===== config.mk =====
export PLATFORM = sky130hd
export DESIGN_NAME = programmable_watchdog_counter
export DESIGN_NICKNAME = d
export VERILOG_FILES = /design/src/rtl/wdog_pkg.sv /design/src/rtl/programmable_watchdog_counter.sv
export VERILOG_INCLUDE_DIRS = /design/src /design/src/rtl
export SDC_FILE = /design/constraint.sdc
export NUM_CORES = 1
export LEC_CHECK = 0
export BUFFER_PORTS_ARGS = -buffer_cell sky130_fd_sc_hd__buf_2
export CORE_MARGIN = 5
export CORE_UTILIZATION = 38
export CTS_CLUSTER_SIZE = 40
export DETAILED_ROUTE_END_ITERATION = 8
export PLACE_DENSITY_LB_ADDON = 0.05
export SLEW_MARGIN = 0
export SYNTH_ARGS = -nofsm -noshare
export SYNTH_HDL_FRONTEND = slang
export SYNTH_SLANG_ARGS = --single-unit

===== constraint.sdc =====
create_clock -name core_clk -period 4.3 [get_ports core_clk]
set_input_delay 0.86 -clock core_clk [delete_from_list [all_inputs] [get_ports core_clk]]
set_output_delay 0.86 -clock core_clk [all_outputs]
set_load 0.01 [all_outputs]

===== src/rtl/wdog_params.svh =====
`ifndef WDOG_PARAMS_SVH
`define WDOG_PARAMS_SVH
// ==========================================================
// Register byte offsets.
`define OFS_CONTROL   8'h00
`define OFS_RELOAD    8'h04
`define OFS_KEY_ONE   8'h08
`define OFS_KEY_ZERO  8'h0C
`define OFS_AUX_IRQ   8'h10
// ==========================================================
// Control and auxiliary interrupt field positions.
`define CTL_RUN       0
`define CTL_REFRESH   1
`define CTL_OVF       2
`define CTL_RST_EN    3
`define CTL_FORCE     6
`define AUX_IRQ_EN    6
// ==========================================================
// Key values, reset values, count limit, answers.
`define KEY_ONE_VAL   8'hFD
`define KEY_ZERO_VAL  8'h2A
`define RELOAD_RST    8'h00
`define CNT_MAX       8'hFF
`define RESP_OKAY     2'h0
`define RESP_SLVERR   2'h2
// ==========================================================
// Interrupt vector and default priority level.
`define IRQ_VECTOR    16'h0053
`define IRQ_PRIO      2'h2
// ==========================================================
// Timing: crystal periods per count, and reset hold in ticks.
`define PRESCALE_CLKS 344064
`define RST_HOLD_TICK 1
`endif


===== src/rtl/wdog_pkg.sv =====
package wdog_pkg;
    // Progress through the two-write key sequence.
    typedef enum logic [1:0] {KEY_IDLE, KEY_GOT_ONE, KEY_ARMED} key_state_t;
endpackage


===== src/rtl/programmable_watchdog_counter.sv =====
`timescale 1ns/1ps
`include "wdog_params.svh"
module programmable_watchdog_counter
    import wdog_pkg::*;
#(
    parameter int PRESCALE = `PRESCALE_CLKS
)(
    // Clock and power-on reset.
    input  wire logic        core_clk,
    input  wire logic        resetn,
    // AXI4-Lite write channels.
    input  wire logic [7:0]  awaddr,
    input  wire logic        awvalid,
    output logic             awready,
    input  wire logic [31:0] wdata,
    input  wire logic [3:0]  wstrb,
    input  wire logic        wvalid,
    output logic             wready,
    output logic [1:0]       bresp,
    output logic             bvalid,
    input  wire logic        bready,
    // AXI4-Lite read channels.
    input  wire logic [7:0]  araddr,
    input  wire logic        arvalid,
    output logic             arready,
    output logic [31:0]      rdata,
    output logic [1:0]       rresp,
    output logic             rvalid,
    input  wire logic        rready,
    // Power state of the core, same clock domain.
    input  wire logic        idle_mode,
    input  wire logic        power_down,
    input  wire logic        clock_gate_off,
    // Chip reset request and interrupt.
    output logic             wdog_reset_req,
    output logic             timeout_irq,
    output logic [15:0]      irq_vector,
    output logic [1:0]       irq_priority
);
    // ==========================================================
    // Register and state storage.
    logic       run_bit_ff;            // Software start/stop.
    logic       force_run_bit_ff;      // Runs regardless of run bit.
    logic       reset_on_timeout_enable_ff; // Watchdog mode select.
    logic       overflow_status_flag_ff;    // Sticky overflow.
    logic       timeout_irq_enable_ff; // Interrupt enable.
    logic [7:0] watchdog_reload_ff;    // Reload value.
    logic [7:0] count_ff;              // Up counter.
    logic [18:0] presc_ff;             // Crystal clock divider.
    logic       rst_hold_ff;           // Reset request active.
    logic [1:0] rst_tick_ff;           // Ticks seen while in reset.
    key_state_t key_ff;                // Key sequence progress.
    // AXI write capture.
    logic       aw_held_ff;
    logic       w_held_ff;
    logic [7:0] waddr_ff;
    logic [7:0] wbyte_ff;
    logic       wen_ff;
    // ==========================================================
    // Decode and combinational terms.
    logic wdog_mode;
    logic running;
    logic tick;
    logic ovf_evt;
    logic wr_go;
    logic wr_ok;
    logic wr_ctl;
    logic ctl_allowed;
    logic key_fault;
    logic refresh;

    // Register decode is used by both the read and write paths.
    function automatic logic mapped(input logic [7:0] a);
        mapped = (a == `OFS_CONTROL) || (a == `OFS_RELOAD) ||
                 (a == `OFS_KEY_ONE) || (a == `OFS_KEY_ZERO) ||
                 (a == `OFS_AUX_IRQ);
    endfunction

    assign wdog_mode   = reset_on_timeout_enable_ff;
    // Power-down halts counting in both modes; in timer mode a gated clock also halts it.
    // Idle mode is deliberately not a term here: the count keeps going.
    assign running     = (force_run_bit_ff | run_bit_ff) & ~power_down
                         & ~(clock_gate_off & ~wdog_mode);
    assign tick        = running && (presc_ff == 19'(PRESCALE - 1));
    assign ovf_evt     = tick && (count_ff == `CNT_MAX);
    assign wr_go       = aw_held_ff && w_held_ff && !bvalid;
    assign wr_ok       = wr_go && mapped(waddr_ff) && wen_ff;
    assign wr_ctl      = wr_ok && (waddr_ff == `OFS_CONTROL);
    assign ctl_allowed = !wdog_mode || (key_ff == KEY_ARMED);
    assign refresh     = wr_ctl && ctl_allowed && wbyte_ff[`CTL_REFRESH];
    // Wrong key value, key zero out of order, or an unkeyed control write.
    always_comb
    begin
        key_fault = 1'b0;
        if (wr_ok && wdog_mode)
        begin
            if (waddr_ff == `OFS_KEY_ONE)
                key_fault = (wbyte_ff != `KEY_ONE_VAL);
            else if (waddr_ff == `OFS_KEY_ZERO)
                key_fault = (wbyte_ff != `KEY_ZERO_VAL) || (key_ff != KEY_GOT_ONE);
            else if (waddr_ff == `OFS_CONTROL)
                key_fault = (key_ff != KEY_ARMED);
        end
    end

    // ==========================================================
    // AXI4-Lite write side: address and data are taken in either order.
    assign awready = !aw_held_ff;
    assign wready  = !w_held_ff;
    always_ff @(posedge core_clk or negedge resetn)
    begin
        if (!resetn)
        begin
            aw_held_ff <= 1'b0;
            w_held_ff  <= 1'b0;
            waddr_ff   <= 8'h00;
            wbyte_ff   <= 8'h00;
            wen_ff     <= 1'b0;
            bvalid     <= 1'b0;
            bresp      <= `RESP_OKAY;
        end
        else
        begin
            if (awvalid && awready)
            begin
                aw_held_ff <= 1'b1;
                waddr_ff   <= {awaddr[7:2], 2'b00};
            end
            if (wvalid && wready)
            begin
                w_held_ff <= 1'b1;
                wbyte_ff  <= wdata[7:0];
                wen_ff    <= wstrb[0];
            end
            // Both halves present: perform and answer next cycle.
            if (wr_go)
            begin
                aw_held_ff <= 1'b0;
                w_held_ff  <= 1'b0;
                bvalid     <= 1'b1;
                bresp      <= mapped(waddr_ff) ? `RESP_OKAY : `RESP_SLVERR;
            end
            else if (bvalid && bready)
                bvalid <= 1'b0;
        end
    end

    // ==========================================================
    // AXI4-Lite read side: one read at a time, data from flip-flops.
    assign arready = !rvalid;
    always_ff @(posedge core_clk or negedge resetn)
    begin
        if (!resetn)
        begin
            rvalid <= 1'b0;
            rdata  <= 32'h0000_0000;
            rresp  <= `RESP_OKAY;
        end
        else if (arvalid && arready)
        begin
            rvalid <= 1'b1;
            // Decode the aligned word so the answer agrees with the data mux.
            rresp  <= mapped({araddr[7:2], 2'b00}) ? `RESP_OKAY : `RESP_SLVERR;
            rdata  <= 32'h0000_0000;
            unique case ({araddr[7:2], 2'b00})
                `OFS_CONTROL: rdata[7:0] <= {1'b0, force_run_bit_ff, 2'b00,
                    reset_on_timeout_enable_ff, overflow_status_flag_ff,
                    1'b0, run_bit_ff};
                `OFS_RELOAD:  rdata[7:0] <= watchdog_reload_ff;
                `OFS_AUX_IRQ: rdata[`AUX_IRQ_EN] <= timeout_irq_enable_ff;
                // Key registers and holes read as zero.
                default:      rdata[7:0] <= 8'h00;
            endcase
        end
        else if (rvalid && rready)
            rvalid <= 1'b0;
    end

    // ==========================================================
    // Key sequence tracker; any completed or failed attempt starts over.
    always_ff @(posedge core_clk or negedge resetn)
    begin
        if (!resetn)
            key_ff <= KEY_IDLE;
        else if (wr_ok)
        begin
            if (waddr_ff == `OFS_KEY_ONE && wbyte_ff == `KEY_ONE_VAL)
                key_ff <= KEY_GOT_ONE;
            else if (waddr_ff == `OFS_KEY_ZERO && wbyte_ff == `KEY_ZERO_VAL
                     && key_ff == KEY_GOT_ONE)
                key_ff <= KEY_ARMED;
            else
                key_ff <= KEY_IDLE;
        end
    end

    // ==========================================================
    // Control bits. Reset-enable is sticky: only resetn clears it, so a
    // watchdog reset cannot accidentally drop the chip out of watchdog mode.
    always_ff @(posedge core_clk or negedge resetn)
    begin
        if (!resetn)
        begin
            run_bit_ff                 <= 1'b0;
            force_run_bit_ff           <= 1'b0;
            reset_on_timeout_enable_ff <= 1'b0;
            timeout_irq_enable_ff      <= 1'b0;
            watchdog_reload_ff         <= `RELOAD_RST;
        end
        else if (wr_ok)
        begin
            if (waddr_ff == `OFS_CONTROL && ctl_allowed)
            begin
                run_bit_ff       <= wbyte_ff[`CTL_RUN];
                force_run_bit_ff <= wbyte_ff[`CTL_FORCE];
                if (wbyte_ff[`CTL_RST_EN])
                    reset_on_timeout_enable_ff <= 1'b1;
            end
            if (waddr_ff == `OFS_RELOAD)
                watchdog_reload_ff <= wbyte_ff;
            if (waddr_ff == `OFS_AUX_IRQ)
                timeout_irq_enable_ff <= wbyte_ff[`AUX_IRQ_EN];
        end
    end

    // ==========================================================
    // Prescaler and counter. Refresh wins over a tick in the same cycle.
    always_ff @(posedge core_clk or negedge resetn)
    begin
        if (!resetn)
        begin
            presc_ff <= 19'h0_0000;
            count_ff <= `RELOAD_RST;
        end
        else if (refresh)
        begin
            presc_ff <= 19'h0_0000;
            count_ff <= watchdog_reload_ff;
        end
        else if (running)
        begin
            presc_ff <= tick ? 19'h0_0000 : presc_ff + 19'h0_0001;
            if (ovf_evt)
                count_ff <= watchdog_reload_ff;
            else if (tick)
                count_ff <= count_ff + 8'h01;
        end
    end

    // ==========================================================
    // Sticky overflow flag: a new overflow beats a same-cycle clear.
    always_ff @(posedge core_clk or negedge resetn)
    begin
        if (!resetn)
            overflow_status_flag_ff <= 1'b0;
        else if (ovf_evt)
            overflow_status_flag_ff <= 1'b1;
        else if (wr_ctl && ctl_allowed && wbyte_ff[`CTL_OVF])
            overflow_status_flag_ff <= 1'b0;
    end

    // ==========================================================
    // Chip reset request: held from the cause until one clock after the next watchdog tick while
    // running (two clocks when stopped), so after an overflow a running core sees a full tick of reset.
    always_ff @(posedge core_clk or negedge resetn)
    begin
        if (!resetn)
        begin
            rst_hold_ff <= 1'b0;
            rst_tick_ff <= 2'h0;
        end
        else if ((ovf_evt && wdog_mode) || key_fault)
        begin
            rst_hold_ff <= 1'b1;
            rst_tick_ff <= 2'h0;
        end
        else if (rst_hold_ff)
        begin
            if (rst_tick_ff == 2'(`RST_HOLD_TICK))
                rst_hold_ff <= 1'b0;
            else if (presc_ff == 19'(PRESCALE - 1) || !running)
                rst_tick_ff <= rst_tick_ff + 2'h1;
        end
    end
    assign wdog_reset_req = rst_hold_ff;
    // Interrupt only in timer mode; it is a level cleared with the flag.
    assign timeout_irq    = overflow_status_flag_ff & timeout_irq_enable_ff
                            & ~wdog_mode;
    assign irq_vector     = `IRQ_VECTOR;
    assign irq_priority   = `IRQ_PRIO;
endmodule // programmable_watchdog_counter


==> implementation parameters, run 1 <==
Parameter                              Value

Timing
  Transition time at the pin with the least slew margin    960 ps
  Relative slew margins    36.0%
  Min cycle time layout    2650 ps
  Final setup vio count    0
  WHS    487 ps
  Number of max-slew violations in the final report    0
  Total negative slack for setup checks    0 ps
  Fmax    0.377 GHz
  Largest clock skew in the final design    10.6 ps
  RSZ-0062 raised after global routing    false
  Final Hold Violating Endpoints    0
  Tcrit/Tclk final    61.6%

Worst setup path
  Number of cell instances on the worst register-to-register path    5
  End of the worst register-to-register path    presc_ff[4]
  Start of the worst register-to-register path    waddr_ff[5]
  Count of buffer and inverter cells on the critical path    0
  Endpoint kind of the worst setup timing path    flip-flop
  CP Depth    5
  R2r setup slk    1650 ps
  Endpoint arrival time on the critical path    2860 ps
  Chain of cells forming the critical path    or3_1 > nor4_2 > nand4_1 > nand2_1 > nor2_1
  Family of cells with the greatest summed delay on the critical path    simple AND/OR/NAND/NOR gates
  Classification of the worst setup path    reg -> reg
  Critical path's largest stage delay    630 ps
  Worst path slowest cell    nand2_1
  Maximum net fanout on the critical path    16
  Crit path launch type    flip-flop
  Critical path data required time    4510 ps

Die
  Vert. Die Dim    113 um
  Starting density of the core    39.0%
  DIE WIDTH    113 um
  Standard cell core area    0.0103 mm^2
  Rows    37
  Overall die area    0.0127 mm^2
  Number of placed I/O pins    123

Final layout
  Highest-count cells in the layout ignoring fill and taps    dfrtp_1 (74), buf_2 (45), conb_1 (44)
  Layout fillers    1,061
  Final std cells w/o fill    588
  Area growth, synth to finish    9.95%
  Combined flip-flop and latch cell area    0.00185 mm^2
  Number of diodes added for antenna fixing    0
  Combined area of the multi-input logic cells    0.00190 mm^2
  Commonest non-fill, non-tap cell in the layout    dfrtp_1
  Post-layout utilization of the core    42.8%
  Post-layout nets    512
  Fraction of final layout cells with drive strength greater than 1    21.5%

Routing
  Wire length after detailed routing    9040 um
  Detailed-route DRC error count    0
  Routed length per instance    15.4 um
  Via count normalized by instance count    5.12
  Iteration count of the initial detailed-routing pass    4
  Antenna-violating nets left    0
  Routed vias    3,010
  Count of routing violations after the opening detailed-route iteration    144

Clock tree
  # clock sinks    74
  Count of instances resized after the clock tree is built    0
  Clock tree from TritonCTS    yes
  Setup Buffers After CTS    0
  Worst-skew pair later-pin latency    360 ps
  Max Root-Sink Buffers    2
  Clock tree root driver cell    clkbuf_8
  Number of CTS-inserted buffers    9
  Hold buffer count at CTS    0
  Clock-pin slew reported for the worst setup and hold paths after clock tree synthesis    80 ps
  Number of levels in the clock H-tree    3

Synthesis
  Most frequently used flop master after synthesis    dfrtp_1
  Async set or reset register ratio after synthesis    100%
  Count of yosys warnings during synthesis    0
  Register bit total from synthesis    74
  Average size of a mapped cell    10.0 um^2
  Netlist area before placement    0.00402 mm^2
  Number of different library cells in the post-synthesis netlist    59
  Mapped Cells    401
  Sequential fraction of the synthesis area    46.0%
  Number of enable-type register cells in the synthesized netlist    0

Placed design
  Dpl hpwl    6580 um
  Placer congestion estimate    0.741
  Port-buffer cells    46
  Placed instance count    572

Hold path
  Depth of the worst hold-timing path    2
  Worst hold path class    reg -> reg
  Worst min-delay path startpoint    rdata[2]
  End point of the worst hold path    rdata[2]

Status
  Outcome    complete, no violations

Pwr
  Internal portion of total power    1.34 mW
  Clock share of power    25.9%
  Total power consumption of the routed design    2.01 mW
  Static Leak    2.05 nW
  Sequential fraction of design power    52.9%
  Worst supply voltage drop on vdd    0.250 mV
  Fraction of power spent switching nets    33.4%
  Power density of the placed cells    455 mW/mm^2
  Total net switching power    0.672 mW
  Relative contribution of combinational cells to total power    21.3%

Global routing
  Pin count of the biggest net entering global routing    75
  Residual overflow from global routing    0
  Aggregate global-route resource usage    14.5%
  Number of global-route vias before repair    2,997
  Antenna violations before repair    0
  Wire length of the first global-routing pass    15,000 um

Job
  Max capacitance violation total    0
power by group through the flow:
stage	logic, mW	registers [mW]	clock network (mW)
2_1_floorplan	0.363	1.01	0
3_3_place_gp	0.425	1.07	0
3_5_place_dp	0.433	1.08	0
4_1_cts	0.436	1.06	0.538
5_1_grt	0.487	1.10	0.571
6_report	0.428	1.06	0.520
cells by family after synthesis:
kind of cell             Yosys count  share of synthesized area (%)
AND/OR/NAND/NOR                  132                           18.7
AO/OA/AOI/OAI                     80                           13.2
flip-flops                        74                           46.0
buffers and inverters             70                           10.7
multiplexers                      28                           7.65
XOR/XNOR                          12                           2.61
adder cells (fa/ha/maj)            3                          0.933
other                              2                          0.187
registers in the layout, indices dropped and copies added, names as in the netlist:
register and cells:
presc_ff 19, count_ff 8, rdata 8, watchdog_reload_ff 8, wbyte_ff 8, waddr_ff 6
key_ff 2, rst_tick_ff 2, aw_held_ff 1, bresp 1, bvalid 1, force_run_bit_ff 1
overflow_status_flag_ff 1, reset_on_timeout_enable_ff 1, rresp 1, run_bit_ff 1, rvalid 1, timeout_irq_enable_ff 1
w_held_ff 1, wdog_reset_req 1, wen_ff 1
Yosys cell counts, types with 3 or more instances:
master,count,area share (%)
xor2_1,10,2.2
nand2_1,30,2.8
clkbuf_1,9,0.84
buf_4,44,8.2
mux2i_1,6,1.5
nor4_1,5,0.78
nand2b_1,5,0.78
or4_1,4,0.75
and4_1,4,0.87
o2111ai_1,4,0.87
mux2_2,22,6.2
nor3_1,4,0.50
a21oi_1,10,1.2
o21a_1,3,0.56
inv_1,14,1.3
nand3_1,13,1.6
and3_1,7,1.1
nor2_1,19,1.8
nand4_1,7,1.1
o21ai_0,29,3.6
nand4b_1,4,0.87
nor2b_1,3,0.47
or3_1,7,1.1
o211ai_1,8,1.5
and2_1,3,0.47
ha_1,3,0.93
dfrtp_1,74,46
a22o_1,6,1.3
tightest hold or removal path, cell delays in order (launching register included):
cell	delay, ps
dfrtp_1	340
nand2_1	40
o21ai_0	70
final cells by class:
cell class / instances / share of cell area (%)
clock buffer: 12 / 3.73
clock inverter: 4 / 0.566
inverter: 14 / 1.19
multi-input combinational: 299 / 43.0
sequential: 74 / 41.9
tap: 136 / 3.85
timing repair buffer: 49 / 5.77
per-stage QoR:
stage               worst slack [ps]  cell area [um^2]
floorplan                       2040              4180
global placement                1650              4230
detailed placement              1630              4230
CTS                             1640              4420
global route                    1520              4420
finish                          1650              4420
per-layer routing:
metal / share of wire, % / wire, um / global-route usage (%)
met5: 0 / 0 / 0
met4: 1.9 / 168 / 5.85
met3: 3.8 / 347 / 2.46
met2: 49 / 4390 / 23.8
met1: 46 / 4130 / 19.1
worst max-delay path by stage:
stage / startpoint / endpoint / slack [ps]
final: waddr_ff[5] / presc_ff[4] / 1650
after global routing: waddr_ff[5] / presc_ff[9] / 1520
after CTS: waddr_ff[5] / presc_ff[8] / 1640
after detailed placement: clock_gate_off / presc_ff[8] / 1630
after global placement: clock_gate_off / presc_ff[7] / 1650
after floorplan: clock_gate_off / count_ff[3] / 2040
Note: power is estimated with default switching activity, not from simulation.
==> run 2: changes to the inputs <==
- clock period: 4.3 -> 2.3 ns (I/O delays scaled with it)
==> run 2 against run 1 <==
  * Cell count is 2.6% higher
  * Sequential power is 87% higher
  * Flip-flop and latch count stayed put
  * Wire length is 2.1% higher
  * Non-clock buffer count is 15 higher
  * Die area stayed put
  * Fmax is 24% higher
  * Sequential share of layout area is 1.3 points lower
  * Worst hold slack worse by 450 ps
  * Core utilization is 1.4 points higher
  * Power is 92% higher
  * Critical path type unchanged
==> implementation parameters, run 2 (synthesized netlist as in run 1, its figures left out) <==
Parameter                              Value

Die
  Starting density of the core    39.0% (unchanged)
  Vert. Die Dim    113 um (unchanged)
  DIE WIDTH    113 um (unchanged)
  Rows    37 (unchanged)
  Overall die area    0.0127 mm^2 (unchanged)
  Number of placed I/O pins    123 (unchanged)
  Standard cell core area    0.0103 mm^2 (unchanged)

Final layout
  Post-layout nets    527 (was 512)
  Final std cells w/o fill    603 (was 588)
  Number of flip-flops under the largest register name    19 (unchanged)
  Fraction of final layout cells with drive strength greater than 1    23.6% (was 21.5%)
  Register name with the most flops    presc_ff (unchanged)
  Area growth, synth to finish    13.5% (was 9.95%)
  Highest-count cells in the layout ignoring fill and taps    dfrtp_1 (74), buf_2 (45), conb_1 (44) (unchanged)
  Commonest non-fill, non-tap cell in the layout    dfrtp_1 (unchanged)
  Number of diodes added for antenna fixing    0 (unchanged)

Placed design
  Dpl hpwl    6880 um (was 6580 um)
  Port-buffer cells    46 (unchanged)
  Placer congestion estimate    0.769 (was 0.741)
  Pre-CTS setup slack    171 ps (was 1630 ps)
  Placed instance count    587 (was 572)

Global routing
  Number of global-route vias before repair    3,001 (was 2,997)
  Pin count of the biggest net entering global routing    44 (was 75)
  Aggregate global-route resource usage    15.0% (was 14.5%)
  Wire length of the first global-routing pass    15,400 um (was 15,000 um)
  Residual overflow from global routing    0 (unchanged)
  Antenna violations before repair    0 (unchanged)

Status
  Outcome    complete, no violations (unchanged)

Clock tree
  # clock sinks    74 (unchanged)
  Worst-skew pair later-pin latency    350 ps (was 360 ps)
  Clock tree from TritonCTS    yes (unchanged)
  Setup Buffers After CTS    0 (unchanged)
  Clock tree root driver cell    clkbuf_8 (unchanged)
  Hold buffer count at CTS    0 (unchanged)
  Number of levels in the clock H-tree    3 (unchanged)
  Count of instances resized after the clock tree is built    0 (unchanged)
  Clock-pin slew reported for the worst setup and hold paths after clock tree synthesis    80 ps (about the same)
  Max Root-Sink Buffers    2 (unchanged)
  Number of CTS-inserted buffers    9 (unchanged)

Worst setup path
  Chain of cells forming the critical path    nand4_2 > or3_4 > or4_4 > or4_1 > a21oi_1 (was or3_1 > nor4_2 > nand4_1 > nand2_1 > nor2_1)
  Family of cells with the greatest summed delay on the critical path    simple AND/OR/NAND/NOR gates (unchanged)
  Endpoint arrival time on the critical path    2430 ps (was 2860 ps)
  Critical path data required time    2590 ps (was 4510 ps)
  Maximum net fanout on the critical path    5 (was 16)
  Classification of the worst setup path    reg -> reg (unchanged)
  Critical path's largest stage delay    500 ps (was 630 ps)
  Count of buffer and inverter cells on the critical path    0 (unchanged)
  Endpoint kind of the worst setup timing path    flip-flop (unchanged)
  Crit path launch type    flip-flop (unchanged)
  Worst path slowest cell    or4_4 (was nand2_1)

Routing
  Routed length per instance    15.3 um (was 15.4 um)
  Iteration count of the initial detailed-routing pass    4 (unchanged)
  Detailed-route DRC error count    0 (unchanged)
  Antenna-violating nets left    0 (unchanged)
  Routed vias    3,037 (was 3,010)
  Wire length after detailed routing    9220 um (was 9040 um)
  Via count normalized by instance count    5.04 (was 5.12)
  Count of routing violations after the opening detailed-route iteration    137 (was 144)

Pwr
  Fraction of power spent switching nets    32.6% (was 33.4%)
  Clock share of power    26.5% (was 25.9%)
  Power density of the placed cells    847 mW/mm^2 (was 455 mW/mm^2)
  Internal portion of total power    2.61 mW (was 1.34 mW)
  Relative contribution of combinational cells to total power    22.4% (was 21.3%)
  Total net switching power    1.26 mW (was 0.672 mW)
  Static Leak    2.13 nW (was 2.05 nW)
  Sequential fraction of design power    51.1% (was 52.9%)
  Worst supply voltage drop on vdd    0.433 mV (was 0.250 mV)

Timing
  Worst Slack Setup Final    159 ps (was 1650 ps)
  Final Hold Violating Endpoints    0 (unchanged)
  Number of max-slew violations in the final report    0 (unchanged)
  WHS    41.0 ps (was 487 ps)
  Largest clock skew in the final design    12.1 ps (was 10.6 ps)
  Relative slew margins    65.7% (was 36.0%)
  Total negative slack for setup checks    0 ps (unchanged)
  Min cycle time layout    2140 ps (was 2650 ps)
  Fmax    0.467 GHz (was 0.377 GHz)
  Tcrit/Tclk final    93.1% (was 61.6%)
  Final setup vio count    0 (unchanged)
  Transition time at the pin with the least slew margin    509 ps (was 960 ps)
  RSZ-0062 raised after global routing    false (unchanged)

Job
  Max capacitance violation total    0 (unchanged)

Hold path
  Worst hold path class    in -> async (was reg -> reg)
[run 2: cell count changes in the layout (fill, tap and decap cells not counted), sizes merged]
cell | previous run | this run
bufinv | 0 | 1
buf | 49 | 64
clkinvlp | 2 | 1
[run 2: worst paths after layout]
check	endpoint	slack [ps]	cells past startpoint	start
hold reg to reg	rresp[1]	480	1	rresp[1]
max in group asynchronous	wbyte_ff[1]	1690	2	resetn
hold / removal	presc_ff[17]	40	1	resetn
setup / recovery	presc_ff[18]	160	5	presc_ff[3]
min in group core_clk	bvalid	270	2	bready
setup reg to reg	presc_ff[18]	160	5	presc_ff[3]
[run 2: power by group through the flow]
| stage | Clock (mW) | Combinational [mW] | Sequential, mW |
|---|---|---|---|
| floorplan | 0 | 0.679 | 1.88 |
| global placement | 0 | 0.872 | 2.00 |
| detailed placement | 0 | 0.881 | 2.00 |
| CTS | 1.08 | 0.882 | 1.98 |
| global route | 1.13 | 0.993 | 2.04 |
| finish | 1.02 | 0.867 | 1.98 |
[run 2: layout make-up]
type	instances	area, um^2
Clock inverter	4	51.3
Sequential cell	74	1850
Timing Repair Buffer	64	393
Fill cell	1024	5760
Clock buffer	12	145
Tap cell	136	170
Multi-Input combinational cell	299	1900
Inverter	14	52.6
[run 2: per-stage QoR]
step                utilization [%]  total power [mW]  instance area (um^2)
floorplan                         -              2.56                  4180
global placement               42.3              2.87                  4370
detailed placement             42.3              2.89                  4370
CTS                            44.2              3.94                  4570
global route                   44.2              4.16                  4570
finish                         44.2              3.87                  4570
[run 2: metal layers]
layer | vias to the layer above | wire (um) | track usage, %
li1 | 1484 | - | -
met1 | 1490 | 4340 | 20.4
met2 | 58 | 4400 | 23.5
met3 | 5 | 423 | 4.06
met4 | 0 | 62 | 4.33
met5 | - | 0 | 0
